## src/sas_pkg.sv

```systemverilog
// Purpose: shared constants for the converter sequencer
// Assumes: ref_clk is the instruction-cycle clock
// Notes: field widths follow the control bit layout
package sas_pkg;
  localparam int unsigned CLK_MHZ = 125;
  localparam int unsigned BUF_WORDS = 16;
  localparam int unsigned HALF_WORDS = 8;
  localparam int unsigned RES_W = 12;
  localparam int unsigned BUS_W = 16;
  localparam int unsigned CONV_TADS = 14;
  localparam int unsigned SAMPLES_PER_IRQ_LSB = 2;
  localparam int unsigned SAMPLES_PER_IRQ_MSB = 5;
  localparam int unsigned SCAN_BIT = 10;
  localparam logic [2:0] TRIG_SW = 3'h0;
  localparam logic [2:0] TRIG_AUTO = 3'h7;
  localparam logic [1:0] FMT_INT = 2'h0;
  localparam logic [1:0] FMT_SINT = 2'h1;
  localparam logic [1:0] FMT_FRAC = 2'h2;
  localparam logic [1:0] FMT_SFRAC = 2'h3;
  typedef enum logic [1:0] {
    SAS_IDLE = 2'b00,
    SAS_SAMPLE = 2'b01,
    SAS_CONVERT = 2'b11
  } sas_state_t;
endpackage

```

## src/sas_sequencer.sv

```systemverilog
// Purpose: sample/convert sequencer, result buffer and flags for a 12-bit sar converter
// Assumes: all controls come from logic on ref_clk; triggers and core data too
// Notes: conversion clock is a tick derived from ref_clk or a synchronised rc tick
`timescale 1ns/1ns
module sas_sequencer
  import sas_pkg::*;
#(
  parameter int unsigned CH_N = 16
) (
  input wire logic ref_clk,
  input wire logic rst,
  input wire logic module_on,
  input wire logic sample_ctl_set, // one-cycle software set of sample_ctl
  input wire logic sample_ctl_clr, // one-cycle software clear of sample_ctl
  input wire logic auto_sample_enable,
  input wire logic [2:0] trigger_source_sel,
  input wire logic [3:0] ext_trig, // sources 1..3 used, index 0 unused
  input wire logic [4:0] auto_sample_time,
  input wire logic [15:0] control_reg_two, // samples_per_irq, scan_first_input_set etc.
  input wire logic split_buffer_sel,
  input wire logic alternate_mux_sel,
  input wire logic [5:0] conv_clock_div,
  input wire logic rc_clock_sel,
  input wire logic rc_tick_pin, // internal rc oscillator, asynchronous
  input wire logic [15:0] scan_select_reg,
  input wire logic [3:0] first_input_set,
  input wire logic [3:0] second_input_set,
  input wire logic [1:0] output_format_sel,
  input wire logic done_clr, // software clear of done
  input wire logic irq_clr, // software clear of conv_irq_flag
  input wire logic [RES_W-1:0] core_result, // converter core answer
  input wire logic [3:0] rd_addr,
  output logic [BUS_W-1:0] rd_data,
  output logic [3:0] mux_sel, // positive input to the analog mux
  output logic hold_sample, // sample switch closed
  output logic conv_start, // one-cycle pulse to the core
  output logic sample_ctl,
  output logic conv_busy,
  output logic done,
  output logic conv_irq_flag,
  output logic buf_half // half being written when split
);
  // state and storage
  sas_state_t state_r;
  logic [RES_W-1:0] result_buffer [BUF_WORDS]; // read only from software side
  logic [6:0] div_cnt_r; // half-cycle counter, counts two per ref_clk
  logic tad_tick; // one conversion clock period elapsed
  logic rc_s1_r, rc_s2_r, rc_s3_r;
  logic [4:0] sample_ctl_cnt_r;
  logic [3:0] tad_cnt_r;
  logic [3:0] smp_cnt_r; // samples since last interrupt
  logic [3:0] wptr_r;
  logic alt_r; // next sequence uses the second set
  logic [3:0] scan_ch_r;
  logic [3:0] samples_per_irq;
  logic scan_on;
  logic trig; // conversion trigger from the chosen source

  assign samples_per_irq = control_reg_two[SAMPLES_PER_IRQ_MSB:SAMPLES_PER_IRQ_LSB];
  assign scan_on = control_reg_two[SCAN_BIT];

  // conversion clock: period = instr_cycle * (div+1)/2; counting in half
  // cycles keeps even dividers exact on average
  always_ff @(posedge ref_clk) begin
    if (rst || !module_on) begin
      div_cnt_r <= 7'h00;
    end else if (!rc_clock_sel) begin
      if (conv_clock_div == 6'h00) begin
        // a half-cycle tad cannot beat ref_clk: tick every cycle, hold the count
        div_cnt_r <= 7'h00;
      end else if (div_cnt_r + 7'h02 >= {1'b0, conv_clock_div} + 7'h01) begin
        div_cnt_r <= div_cnt_r + 7'h02 - ({1'b0, conv_clock_div} + 7'h01);
      end else begin
        div_cnt_r <= div_cnt_r + 7'h02;
      end
    end
  end

  // rc source synchronised, rising edge gives the tick
  always_ff @(posedge ref_clk) begin
    if (rst) begin
      rc_s1_r <= 1'b0;
      rc_s2_r <= 1'b0;
      rc_s3_r <= 1'b0;
    end else begin
      rc_s1_r <= rc_tick_pin;
      rc_s2_r <= rc_s1_r;
      rc_s3_r <= rc_s2_r;
    end
  end

  // tick selection
  always_comb begin
    if (rc_clock_sel) begin
      tad_tick = rc_s2_r & ~rc_s3_r;
    end else begin
      tad_tick = (div_cnt_r + 7'h02 >= {1'b0, conv_clock_div} + 7'h01);
    end
  end

  // conversion trigger choice
  always_comb begin
    unique case (trigger_source_sel)
      TRIG_SW: trig = sample_ctl_clr;
      TRIG_AUTO: trig = tad_tick && (sample_ctl_cnt_r + 5'h01 >= auto_sample_time);
      3'h1: trig = ext_trig[1];
      3'h2: trig = ext_trig[2];
      3'h3: trig = ext_trig[3];
      default: trig = 1'b0;
    endcase
  end

  // main sequencing
  always_ff @(posedge ref_clk) begin
    if (rst) begin
      state_r <= SAS_IDLE;
      sample_ctl <= 1'b0;
      hold_sample <= 1'b0;
      conv_start <= 1'b0;
      conv_busy <= 1'b0;
      sample_ctl_cnt_r <= 5'h00;
      tad_cnt_r <= 4'h0;
    end else begin
      conv_start <= 1'b0;
      if (!module_on) begin
        // abort wins over any start in the same cycle
        state_r <= SAS_IDLE;
        sample_ctl <= 1'b0;
        hold_sample <= 1'b0;
        conv_busy <= 1'b0;
      end else begin
        unique case (state_r)
          SAS_IDLE: begin
            if (sample_ctl_set || auto_sample_enable) begin
              state_r <= SAS_SAMPLE;
              sample_ctl <= 1'b1;
              hold_sample <= 1'b1;
              sample_ctl_cnt_r <= 5'h00;
            end
          end
          SAS_SAMPLE: begin
            if (tad_tick && sample_ctl_cnt_r != 5'h1f) begin
              sample_ctl_cnt_r <= sample_ctl_cnt_r + 5'h01;
            end
            if (trig) begin
              state_r <= SAS_CONVERT;
              sample_ctl <= 1'b0;
              hold_sample <= 1'b0;
              conv_start <= 1'b1;
              conv_busy <= 1'b1;
              tad_cnt_r <= 4'h0;
            end else if (sample_ctl_clr) begin
              sample_ctl <= 1'b0; // non-software source: stays sampling
            end else if (sample_ctl_set) begin
              sample_ctl <= 1'b1; // software may raise it again while sampling
            end
          end
          SAS_CONVERT: begin
            if (tad_tick) begin
              if (tad_cnt_r == 4'(CONV_TADS - 1)) begin
                conv_busy <= 1'b0;
                if (auto_sample_enable) begin
                  state_r <= SAS_SAMPLE;
                  sample_ctl <= 1'b1;
                  hold_sample <= 1'b1;
                  sample_ctl_cnt_r <= 5'h00;
                end else begin
                  state_r <= SAS_IDLE;
                end
              end else begin
                tad_cnt_r <= tad_cnt_r + 4'h1;
              end
            end
          end
          default: state_r <= SAS_IDLE;
        endcase
      end
    end
  end

  // a conversion completes in this cycle
  logic conv_end;
  logic irq_evt;
  assign conv_end = module_on && state_r == SAS_CONVERT && tad_tick &&
    tad_cnt_r == 4'(CONV_TADS - 1);
  assign irq_evt = conv_end && smp_cnt_r == samples_per_irq;

  // result store, no partial write on abort
  always_ff @(posedge ref_clk) begin
    if (conv_end) begin
      result_buffer[wptr_r] <= core_result;
    end
  end

  // write pointer, sample count and buffer half
  always_ff @(posedge ref_clk) begin
    if (rst) begin
      wptr_r <= 4'h0;
      smp_cnt_r <= 4'h0;
      buf_half <= 1'b0;
    end else if (!module_on) begin
      // switching off restarts the sequence so scan and count stay aligned
      wptr_r <= 4'h0;
      smp_cnt_r <= 4'h0;
      buf_half <= 1'b0;
    end else if (conv_end) begin
      if (irq_evt) begin
        smp_cnt_r <= 4'h0;
        if (split_buffer_sel) begin
          buf_half <= ~buf_half;
          wptr_r <= {~buf_half, 3'h0};
        end else begin
          wptr_r <= 4'h0;
        end
      end else begin
        smp_cnt_r <= smp_cnt_r + 4'h1;
        wptr_r <= wptr_r + 4'h1;
      end
    end
  end

  // done and interrupt flags; a set beats a same-cycle clear
  always_ff @(posedge ref_clk) begin
    if (rst) begin
      done <= 1'b0;
      conv_irq_flag <= 1'b0;
    end else begin
      if (irq_evt) begin
        done <= 1'b1;
      end else if (done_clr) begin
        done <= 1'b0;
      end
      if (irq_evt) begin
        conv_irq_flag <= 1'b1;
      end else if (irq_clr) begin
        conv_irq_flag <= 1'b0;
      end
    end
  end

  // next selected scan input above the current one, wraps to lowest
  function automatic logic [3:0] scan_next(input logic [3:0] cur, input logic [15:0] sel);
    logic [3:0] res;
    logic found;
    res = cur;
    found = 1'b0;
    for (int i = 15; i >= 0; i--) begin
      if (sel[i] && 5'(i) > {1'b0, cur}) begin
        res = 4'(i);
        found = 1'b1;
      end
    end
    if (!found) begin
      for (int i = 15; i >= 0; i--) begin
        if (sel[i]) begin
          res = 4'(i);
        end
      end
    end
    return res;
  endfunction

  // lowest selected scan input
  function automatic logic [3:0] scan_first(input logic [15:0] sel);
    logic [3:0] res;
    res = 4'h0;
    for (int i = 15; i >= 0; i--) begin
      if (sel[i]) begin
        res = 4'(i);
      end
    end
    return res;
  endfunction

  // input set alternation and scan position
  always_ff @(posedge ref_clk) begin
    if (rst) begin
      alt_r <= 1'b0;
      scan_ch_r <= 4'h0;
    end else if (!module_on || irq_evt) begin
      alt_r <= 1'b0;
      scan_ch_r <= scan_first(scan_select_reg);
    end else if (conv_end) begin
      alt_r <= alternate_mux_sel ? ~alt_r : 1'b0;
      if (!(alternate_mux_sel && !alt_r)) begin
        scan_ch_r <= scan_next(scan_ch_r, scan_select_reg);
      end
    end
  end

  // mux select toward the analog side
  always_ff @(posedge ref_clk) begin
    if (rst) begin
      mux_sel <= 4'h0;
    end else if (alternate_mux_sel && alt_r) begin
      mux_sel <= second_input_set;
    end else if (scan_on) begin
      mux_sel <= scan_ch_r;
    end else begin
      mux_sel <= first_input_set;
    end
  end

  // read port formatting, registered for a clean output
  logic [RES_W-1:0] rd_word;
  assign rd_word = result_buffer[rd_addr];
  always_ff @(posedge ref_clk) begin
    if (rst) begin
      rd_data <= 16'h0000;
    end else begin
      unique case (output_format_sel)
        FMT_INT: rd_data <= {4'h0, rd_word};
        FMT_SINT: rd_data <= {{4{rd_word[RES_W-1]}}, rd_word};
        FMT_FRAC: rd_data <= {rd_word, 4'h0};
        FMT_SFRAC: rd_data <= {rd_word, 4'h0};
      endcase
    end
  end
endmodule // sas_sequencer

```

## config.mk

```make
export PLATFORM = sky130hd
export DESIGN_NAME = sas_sequencer
export DESIGN_NICKNAME = d
export VERILOG_FILES = /design/src/sas_pkg.sv /design/src/sas_sequencer.sv
export SDC_FILE = /design/constraint.sdc
export NUM_CORES = 1
export LEC_CHECK = 0
export BUFFER_PORTS_ARGS = -buffer_cell sky130_fd_sc_hd__buf_2
export CORE_ASPECT_RATIO = 0.8
export CORE_UTILIZATION = 64
export CTS_CLUSTER_DIAMETER = 80
export CTS_CLUSTER_SIZE = 28
export DETAILED_ROUTE_END_ITERATION = 8
export GPL_TIMING_DRIVEN = 1
export PLACE_DENSITY = 0.85
export SLEW_MARGIN = 40
export SYNTH_ARGS = -nofsm -noshare
export SYNTH_HDL_FRONTEND = slang
export SYNTH_SLANG_ARGS = --single-unit
export TNS_END_PERCENT = 20
```

## constraint.sdc

```tcl
create_clock -name ref_clk -period 6.95 [get_ports ref_clk]
set_input_delay 1.0425 -clock ref_clk [delete_from_list [all_inputs] [get_ports ref_clk]]
set_output_delay 1.0425 -clock ref_clk [all_outputs]
set_load 0.02 [all_outputs]
```

Yosys cells after proc, flatten, opt, wreduce, memory -nomap -nowiden:

Memory sizes are Yosys's and may differ from the RTL's.
Index checks and enable logic that the tools add are counted.

* add/subtract/negate cells: 7
* equal/unequal tests: 21
* reduce and logical (&&, ||, !) cells: 49
* bitwise logic cells: 6
* multipliers: 0
* divide/modulo/power cells: 0
* order comparisons: 17
* shifts and indexed selects: 0
* mux-type cells: 118

Operator list (number)
* two-way mux 4 bit: 59
* case mux 16 bit (3 select lines): 1
* two-way mux 1 bit: 40
* greater-than comparator 4 bit, first input constant: 8
* two-way mux 5 bit: 5
* logical AND 1 bit: 23
* greater-than comparator 3 x 4 -> 1 bit, first input constant: 4
* inequality test 2 bit, second input constant: 8
* case mux 5 bit (3 select lines): 1
* two-way mux 7 bit: 2
* adder 4 x 1 -> 4 bit, second input constant: 3
* AND reduction 6 bit: 2
* greater-than comparator 2 x 4 -> 1 bit, first input constant: 2
* two-way mux 2 bit: 4
* case mux 4 bit (2 select lines): 1
* AND reduction 4 bit: 2
* nonzero test 2 bit: 4
* adder 6 x 1 -> 7 bit, second input constant: 1
* adder 7 x 2 -> 7 bit, second input constant: 1
* >= comparator 7 bit: 1
* AND reduction 7 bit: 1
* subtractor 7 bit: 1
* equality test 2 bit, second input constant: 3
* equality test 3 x 2 -> 1 bit, second input constant: 2
* 27 further kinds: 39

* register bits after elaboration: 61
* input port bits: 88
* RAM bits: 192
* output and inout bits: 27
* memory bits (read-only): 0
* word-level logic and storage cells: 239
* memories: 1
* bits in latches: 0

Memories
* result_buffer: depth 16, width 12, rd ports 1, clocked after memory_dff 0, write ports 1, RTL line sas_sequencer.sv:45 `logic [RES_W-1:0] result_buffer [BUF_WORDS];`

Depth between registers and ports, before layout:

Gate-level depths: netlist of run 1.

* depth in word-level cells: 37
* depth in mapped cells: 12
* gate-level depth less buffers: 11

Worst setup path after synthesis of run 1:

No wires, ideal clock.

* kind: in2reg
* start: input port conv_clock_div[0]
* end: memory result_buffer[0][0], enable pin
* required time: 6.554 ns
* cell stages on the path: 11
* setup slack: 2.581 ns
* library setup time: 0.396 ns
* arrival time: 3.973 ns
* path buffers: 1
* cell sequence: ha_1 -> nand3_1 -> xor2_1 -> ha_1 -> and4_1 -> a311o_2 -> o31ai_4 -> a2111oi_4 -> buf_2 -> nand2_1 -> nor3_1

* word-level cells in the longest chain between the ends: 7

RTL lines
* start, declared: RTL line sas_sequencer.sv:22 `input wire logic [5:0] conv_clock_div,`
* adder 6 x 1 -> 7 bit: RTL line sas_sequencer.sv:97 `tad_tick = (div_cnt_r + 7'h02 >= {1'b0, conv_clock_div} + 7'h01);`
* >= comparator 7 bit: RTL line sas_sequencer.sv:97
* two-way mux 1 bit: RTL line sas_sequencer.sv:94 `if (rc_clock_sel) begin`
* logical AND 1 bit (2 in series): RTL line sas_sequencer.sv:184 `assign conv_end = module_on && state_r == SAS_CONVERT && tad_tick &&`
* two-way mux 1 bit: RTL line sas_sequencer.sv:190 `if (conv_end) begin`
* two-way mux 1 bit (not written as such): RTL line sas_sequencer.sv:191 `result_buffer[wptr_r] <= core_result;`
* end, declared: RTL line sas_sequencer.sv:45

No other way between the ends.

Worst setup path after layout of run 1:

* start: input port conv_clock_div[0]
* end: memory result_buffer[5][11], enable pin

The elaborated chain is that of the path after synthesis.

==> results of run 1 <==
-- sequential cells by signal, summed over array words and instances (netlist names) --
signal	flops
div_cnt_r	7
scan_ch_r	4
rd_data	16
wptr_r	4
state_r	2
sample_ctl	1
result_buffer	192
conv_start	1
tad_cnt_r	4
rc_s2_r	1
conv_busy	1
done	1
buf_half	1
rc_s3_r	1
hold_sample	1
sample_ctl_cnt_r	5
alt_r	1
mux_sel	4
smp_cnt_r	4
rc_s1_r	1
conv_irq_flag	1
-- worst paths after layout --
kind,depth (start not counted),end,slack (ns),start
setup reg to reg,11,result_buffer[5][11],3.21,div_cnt_r[1]
setup / recovery,12,result_buffer[5][11],3.05,conv_clock_div[0]
hold reg to reg,1,rc_s2_r,0.44,rc_s1_r
hold / removal,1,rc_s2_r,0.44,rc_s1_r
-- cells by family after synthesis --
group                    synth area share, %
adder cells (fa/ha/maj)                 3.23
buffers and inverters                   2.10
AND/OR/NAND/NOR                         9.07
multiplexers                            13.7
XOR/XNOR                                1.83
flip-flops                              60.9
AO/OA/AOI/OAI                           9.08
-- placed cells by master, fill, tap and decap left out, drive strengths merged, types with 6 or more instances in the layout --
| cell type | n |
|---|---|
| a211oi | 11 |
| a21oi | 32 |
| and2 | 6 |
| and3 | 6 |
| buf | 106 |
| clkbuf | 19 |
| dfxtp | 61 |
| edfxtp | 192 |
| ha | 28 |
| inv | 31 |
| mux2i | 19 |
| mux4 | 61 |
| nand2 | 37 |
| nand2b | 14 |
| nand3 | 23 |
| nand4 | 6 |
| nor2 | 65 |
| nor2b | 12 |
| nor3 | 11 |
| o21a | 7 |
| o21ai | 22 |
| xnor2 | 15 |
| xor2 | 9 |
-- worst max-delay path: cells and delay by family --
family / cells / cell delay, ns
buf+inv: 2 / 0.35
compound gates: 3 / 0.68
xor+xnor: 1 / 0.15
simple gates: 4 / 1.24
fa+ha+maj: 2 / 0.54
-- routing by layer --
metal  global-route usage (%)  part of all wire [%]
met5                        0                     0
met1                     41.6                    42
met4                     4.21                   1.1
met3                     7.23                    11
met2                     43.0                    46
-- power by group through the flow --
stage                     clock [mW]  sequential [mW]  combinational, mW
after global routing           0.914             1.64              0.291
after detailed placement           0             1.68              0.263
after CTS                      0.869             1.64              0.267
after floorplan                    0             1.69              0.158
after global placement             0             1.68              0.255
final                          0.858             1.64              0.269
-- stage by stage --
stage / worst slack, ns / hold WS [ns]
2_1_floorplan: 2.58 / 0.414
3_3_place_gp: 1.82 / 0.442
3_5_place_dp: 2.61 / 0.429
4_1_cts: 3.10 / 0.437
5_1_grt: 2.91 / 0.456
6_report: 3.05 / 0.440
-- layout make-up --
cell class | count | area [sq um] | share of cell area, %
repair buffers | 106 | 547 | 4.33
inverters | 29 | 109 | 0.861
well taps | 225 | 282 | 2.23
clock inverters | 3 | 37.5 | 0.297
flip-flops and latches | 253 | 6990 | 55.3
multi-input cells | 480 | 4310 | 34.1
clock buffers | 19 | 369 | 2.92
==> out/qor.txt, run 1 <==
result of the run - finished, final reports clean
leakage power - 4.43 nW
post-layout total power - 2.77 mW
setup TNS - 0 ns
number of failing setup endpoints in the final timing report - 0
standard cell area after detailed placement - 12200 sq um
vias in the first global route - 6921
DPL Wire Length - 17100 um
Hold WC Path Type - reg2reg
number of clock sinks seen by CTS - 253
Root Buffer Master - sky130_fd_sc_hd__clkbuf_16
most used cell along the critical path - sky130_fd_sc_hd__ha_1
cell area after synthesis - 11500 sq um
final core utilization - 72.5%
Initial Utilization - 65.8%
proportion of register bits with asynchronous set or reset after synthesis - 0%
arrival time of data at the critical path endpoint - 4.02 ns
area added between synthesis and finish - 10.3%
top-area cell type share of the netlist area - 50.3%
power share of the sequential group - 59.3%
Std-Cell Core Area - 17400 sq um
Post-synth EDFFs - 192
antenna diode count - 0
CTS tree - yes
highest cell delay on the worst timing path - 0.68 ns
total of flip-flops plus latches after synthesis - 253
average wire per cell in the routed design - 22.6 um
Peak Freq - 256 MHz
critical path data required time - 7.07 ns
Post-Syn Area per Cell - 14.4 sq um
largest net degree at the start of global routing - 49
remaining antenna violation count after routing - 0
instance count after placement with tap cells included - 1093
Die Area - 18500 sq um
Tcrit/Tclk final - 56.2%
clock insertion delay at the later pin of the skew report - 0.49 ns
IO buf count - 102
die height - 122 um
H-tree lvl count - 1
routed vias/inst - 6.54
antenna violations before repair - 0
fill cell instance count of the final layout - 1152
dominant synthesized flop cell - sky130_fd_sc_hd__edfxtp_1
count of placed standard cells in the final layout, fillers left out - 1115
Post-Syn Nets - 912
clock buffer depth - 3
top post-synthesis cells by area - sky130_fd_sc_hd__edfxtp_1, sky130_fd_sc_hd__mux4_2, sky130_fd_sc_hd__dfxtp_1
Worst setup SP type - input port
number of different library cells in the post-synthesis netlist - 78
Mapped Cells - 795
aggregate global routing overflow - 0
routed vias - 7293
number of DRC violations after detailed-routing iteration 0 - 679
Slowest-stage cell, CP - sky130_fd_sc_hd__nor2_2
global-route wire length before repair - 38300 um
Die Width - 152 um
power density normalized to cell area - 219 nW/um^2
logic gate share of total power - 9.7%
worst-path maximum fanout - 12
number of hold violations in the final report - 0
Tightest Pin Transition - 0.771 ns
count leader, synth - sky130_fd_sc_hd__edfxtp_1
number of detailed-routing iterations run before antenna repair - 5
Crit. End Element - register
Clock transition at path regs - 0.10 ns
net load switching power - 638 uW
share of cells above drive strength 1 - 25.5%
number of buffers inserted during clock tree synthesis - 13
Fin Clk Skew - 0.0234 ns
max-cap violation count - 0
Global Route Usage Sum - 28.0%
placer's final routability congestion estimate - 0.936
hold-fix buffers at CTS - 0
tightest slew margin relative to the limit - 48.5%
largest voltage drop on the vdd net - 0.132 mV
Final Critical Period - 3.90 ns
final count of pins violating max slew - 0
drt drc - 0
number of post-CTS setup repair buffers - 0
chain of cells forming the critical path - buf_2 -> ha_1 -> nand3_1 -> xor2_1 -> ha_1 -> and4_1 -> a311o_2 -> o31ai_4 -> a2111oi_4 -> buf_4 -> nand2_1 -> nor2_2
count of boundary I/O pins - 115
portion of the post-synthesis area used by sequential elements - 60.9%
most common library cells after synthesis - sky130_fd_sc_hd__edfxtp_1, sky130_fd_sc_hd__nor2_1, sky130_fd_sc_hd__dfxtp_1, sky130_fd_sc_hd__mux4_2, sky130_fd_sc_hd__nand2_1
Clock power frac - 31.0%
type of the setup path with the least slack - in2reg
YS warnings - 0
Gates resized, CTS repair - 0
Final Instance Area - 12600 sq um
Total Wirelength - 25200 um
internal power summed over all cells - 2.13 mW
fraction of power spent switching nets - 23.0%
post-synthesis cell type with the largest combined area - sky130_fd_sc_hd__edfxtp_1
net total in the final layout - 1000
setup repair after global routing missed its margin - false
Cell Rows - 43
Note: power is estimated with default switching activity, not from simulation.
==> run 2, diff against run 1 <==
Settings changed: ABC_AREA set to 1, CORE_UTILIZATION 64 to 59, PLACE_DENSITY 0.85 to 0.8.
Clock period 6.95 ns to 3.9 ns, I/O delays scaled along.
==> run 2 against run 1 <==
Flip-flop and latch count did not move. Global-route usage fell by 4.1 points. Sequential share of layout area fell by 1.2 points. Clock skew barely moved. Register-to-register slack got worse by 2.5 ns. Final cell count rose by 31%. Routed wire length fell by 4.4%. Core utilization fell by 5.1 points. Die area rose by 9.8%. Largest power group unchanged.
==> out/qor.txt, run 2 <==
routed vias/inst - 5.68 (-13%)
tightest slew margin relative to the limit - 54.5% (+6.0 points)
global-route wire length before repair - 38500 um (+0.45%)
count leader, synth - sky130_fd_sc_hd__edfxtp_1
Worst Hold Margin - 0.322 ns (-0.118 ns)
vias in the first global route - 7656 (+11%)
placer's final routability congestion estimate - 0.957 (+2.3%)
drt drc - 0 (unchanged)
result of the run - finished, final reports clean
Post-Syn Area per Cell - 10.6 sq um (-26%)
Final Instance Area - 12900 sq um (+2.1%)
number of hold violations in the final report - 0 (unchanged)
largest net degree at the start of global routing - 58 (+18%)
top-area cell type share of the netlist area - 49.6% (-0.69 points)
most common library cells after synthesis - sky130_fd_sc_hd__edfxtp_1, sky130_fd_sc_hd__inv_1, sky130_fd_sc_hd__nand2_1
startpoint of the worst setup timing path - div_cnt_r[1]
Total Wirelength - 24100 um (-4.4%)
most common cell after layout, fill and taps aside - sky130_fd_sc_hd__edfxtp_1
largest voltage drop on the vdd net - 0.277 mV (+110%)
top library cells by usage in the layout, fill and taps aside - sky130_fd_sc_hd__edfxtp_1, sky130_fd_sc_hd__inv_1, sky130_fd_sc_hd__nand2_1
Die Area - 20300 sq um (+9.8%)
number of clock sinks seen by CTS - 253 (unchanged)
number of different library cells in the post-synthesis netlist - 48 (-38%)
total met2 wirelength after detailed routing - 11000 um (-5.5%)
cell area after synthesis - 11600 sq um (+1.4%)
Cell Rows - 45 (+4.7%)
Root Buffer Master - sky130_fd_sc_hd__clkbuf_16
number of buffers inserted during clock tree synthesis - 13 (unchanged)
power share of the sequential group - 59.6% (+0.3 points)
antenna violations before repair - 0 (unchanged)
registers with the most flip-flops - result_buffer (192), rd_data (16), div_cnt_r (7)
Post-Place Worst Slack - 0.485 ns (-2.12 ns)
critical hold path startpoint - rc_tick_pin
Final Critical Period - 3.22 ns
post-layout total power - 4.93 mW (+78%)
wire length on met1 - 11100 um (+5.9%)
net load switching power - 1.18 mW (+85%)
Tightest Pin Transition - 0.682 ns (-0.0895 ns)
remaining antenna violation count after routing - 0 (unchanged)
top post-synthesis cells by area - sky130_fd_sc_hd__edfxtp_1, sky130_fd_sc_hd__dfxtp_1, sky130_fd_sc_hd__inv_1
Peak Freq - 310 MHz
leakage power - 5.18 nW (+17%)
Post-synth EDFFs - 192 (unchanged)
type of the setup path with the least slack - reg2reg
worst r2r dst - result_buffer[13][7]
Tcrit/Tclk final - 82.6%
aggregate global routing overflow - 0 (unchanged)
share of cells above drive strength 1 - 14.6% (-11 points)
count of placed standard cells in the final layout, fillers left out - 1463 (+31%)
clock buffer depth - 3 (unchanged)
Worst Hold End - rc_s1_r
H-tree lvl count - 1 (unchanged)
count of boundary I/O pins - 115 (unchanged)
routed vias - 8304 (+14%)
net total in the final layout - 1315 (+32%)
Routed met3 length - 1570 um (-43%)
flop-to-flop setup slack - 0.68 ns (-2.53 ns)
critical path data required time - 4.07 ns (-3.00 ns)
dominant synthesized flop cell - sky130_fd_sc_hd__edfxtp_1
instance count after placement with tap cells included - 1441 (+32%)
power density normalized to cell area - 382 nW/um^2 (+74%)
portion of the post-synthesis area used by sequential elements - 60.1% (-0.84 points)
hold-fix buffers at CTS - 0 (unchanged)
final core utilization - 67.5% (-5.1 points)
Slowest-stage cell, CP - sky130_fd_sc_hd__dfxtp_1
antenna diode count - 0 (unchanged)
number of cells on the worst reg-to-reg path - 16 (+5)
CTS tree - yes
Std-Cell Core Area - 19100 sq um (+9.8%)
number of failing setup endpoints in the final timing report - 0 (unchanged)
DPL Wire Length - 16600 um (-3.0%)
logic gate share of total power - 10.6% (+0.9 points)
standard cell area after detailed placement - 12500 sq um (+2.4%)
proportion of register bits with asynchronous set or reset after synthesis - 0% (unchanged)
die height - 128 um (+4.8%)
setup repair after global routing missed its margin - false
YS warnings - 0 (unchanged)
chain of cells forming the critical path - nand3_1 -> nand3b_1 -> xor2_1 -> inv_1 -> ha_1 -> inv_1 -> nor3_1 -> nand2_1 -> nand3_4 -> nand2_4 -> o21ai_4 -> nand2_2 -> inv_4 -> nand2_1 -> nor2_1 -> buf_4
number of DRC violations after detailed-routing iteration 0 - 763 (+12%)
Mapped Cells - 1095 (+38%)
IO buf count - 102 (unchanged)
Clock transition at path regs - 0.10 ns (about the same)
clock insertion delay at the later pin of the skew report - 0.49 ns (about the same)
Worst setup SP type - register
number of detailed-routing iterations run before antenna repair - 5 (unchanged)
top metal layer carrying routed signals - met4
Crit. End Element - register
final count of pins violating max slew - 0 (unchanged)
worst path buffer plus inverter count - 4 (+2)
worst-path maximum fanout - 12 (unchanged)
number of post-CTS setup repair buffers - 0 (unchanged)
setup TNS - 0 ns (unchanged)
internal power summed over all cells - 3.75 mW (+76%)
Clock power frac - 29.8% (-1.2 points)
Initial Utilization - 60.7% (-5.0 points)
Gates resized, CTS repair - 0 (unchanged)
Fin Clk Skew - 0.0239 ns (+0.000496 ns)
fraction of power spent switching nets - 23.9% (+0.88 points)
setup slack after layout - 0.679 ns (-2.37 ns)
arrival time of data at the critical path endpoint - 3.39 ns (-0.63 ns)
average wire per cell in the routed design - 16.4 um (-27%)
Hold WC Path Type - in2reg
highest cell delay on the worst timing path - 0.41 ns (-0.27 ns)
top cell family by delay on the critical path - simple AND/OR/NAND/NOR gates
Global Route Usage Sum - 23.9% (-4.1 points)
Die Width - 159 um (+4.8%)
Post-Syn Nets - 1212 (+33%)
number of flip-flops under the largest register name - 192 (unchanged)
startpoint of the most critical register-to-register path - div_cnt_r[1]
total of flip-flops plus latches after synthesis - 253 (unchanged)
Cells on Worst Hold Path - 3 (+2)
largest register by flop count - result_buffer
max-cap violation count - 0 (unchanged)
post-synthesis cell type with the largest combined area - sky130_fd_sc_hd__edfxtp_1
area added between synthesis and finish - 11.1%
[run 2: cell count changes in the layout (fill, tap and decap cells not counted), sizes merged, moves of 14 or more]
cell    previous run  this run
inv               31       144
nand2b            14         0
a21oi             32       100
o211ai             4        54
nand3             23        50
nand2             37       123
buf              106       133
mux2i             19        48
o21ai             22       104
mux4              61         0
[run 2: tightest hold or removal path, stage by stage]
cell and delay, ns:
sky130_fd_sc_hd__buf_2 0.10, sky130_fd_sc_hd__inv_1 0.04, sky130_fd_sc_hd__nor2_1 0.03
[run 2: cell families (layout without fill, tap and decap cells)]
logic type	after synthesis	after routing	share of synthesized area [%]
buffers and inverters	187	297	6.25
XOR/XNOR	25	25	1.88
AND/OR/NAND/NOR	269	269	10.3
multiplexers	48	48	4.13
AO/OA/AOI/OAI	284	284	14.1
adder cells (fa/ha/maj)	29	29	3.19
flip-flops	253	253	60.1
[run 2: area by class of cell]
class	instances	area (sq um)
Sequential cell	253	6990
Inverter	142	537
Tap cell	258	323
Multi-Input combinational cell	655	3910
Clock buffer	19	348
Timing Repair Buffer	133	771
Clock inverter	3	37.5
Fill cell	1439	6230
[run 2: worst max path at each step]
stage | to | slack, ns | cells after the start
final | result_buffer[13][7] | 0.68 | 16
after CTS | result_buffer[13][7] | 0.67 | 16
after global routing | result_buffer[14][7] | 0.37 | 16
after floorplan | result_buffer[4][0] | 0.63 | 16
after detailed placement | result_buffer[13][2] | 0.48 | 17
after global placement | result_buffer[13][2] | 0.55 | 16
[run 2: power by group through the flow]
stage / combinational [mW] / clock (mW) / sequential [mW]
global route: 0.580 / 1.58 / 2.94
finish: 0.523 / 1.47 / 2.94
global placement: 0.502 / 0 / 3.00
floorplan: 0.320 / 0 / 3.01
detailed placement: 0.516 / 0 / 3.00
CTS: 0.519 / 1.49 / 2.94
[run 2: per-layer routing]
metal  vias to the layer above  track usage (%)
met1                      3903             34.0
met2                       311             39.5
li1                       4059                -
met4                         0             4.98
met3                        31             3.47
met5                         -                0
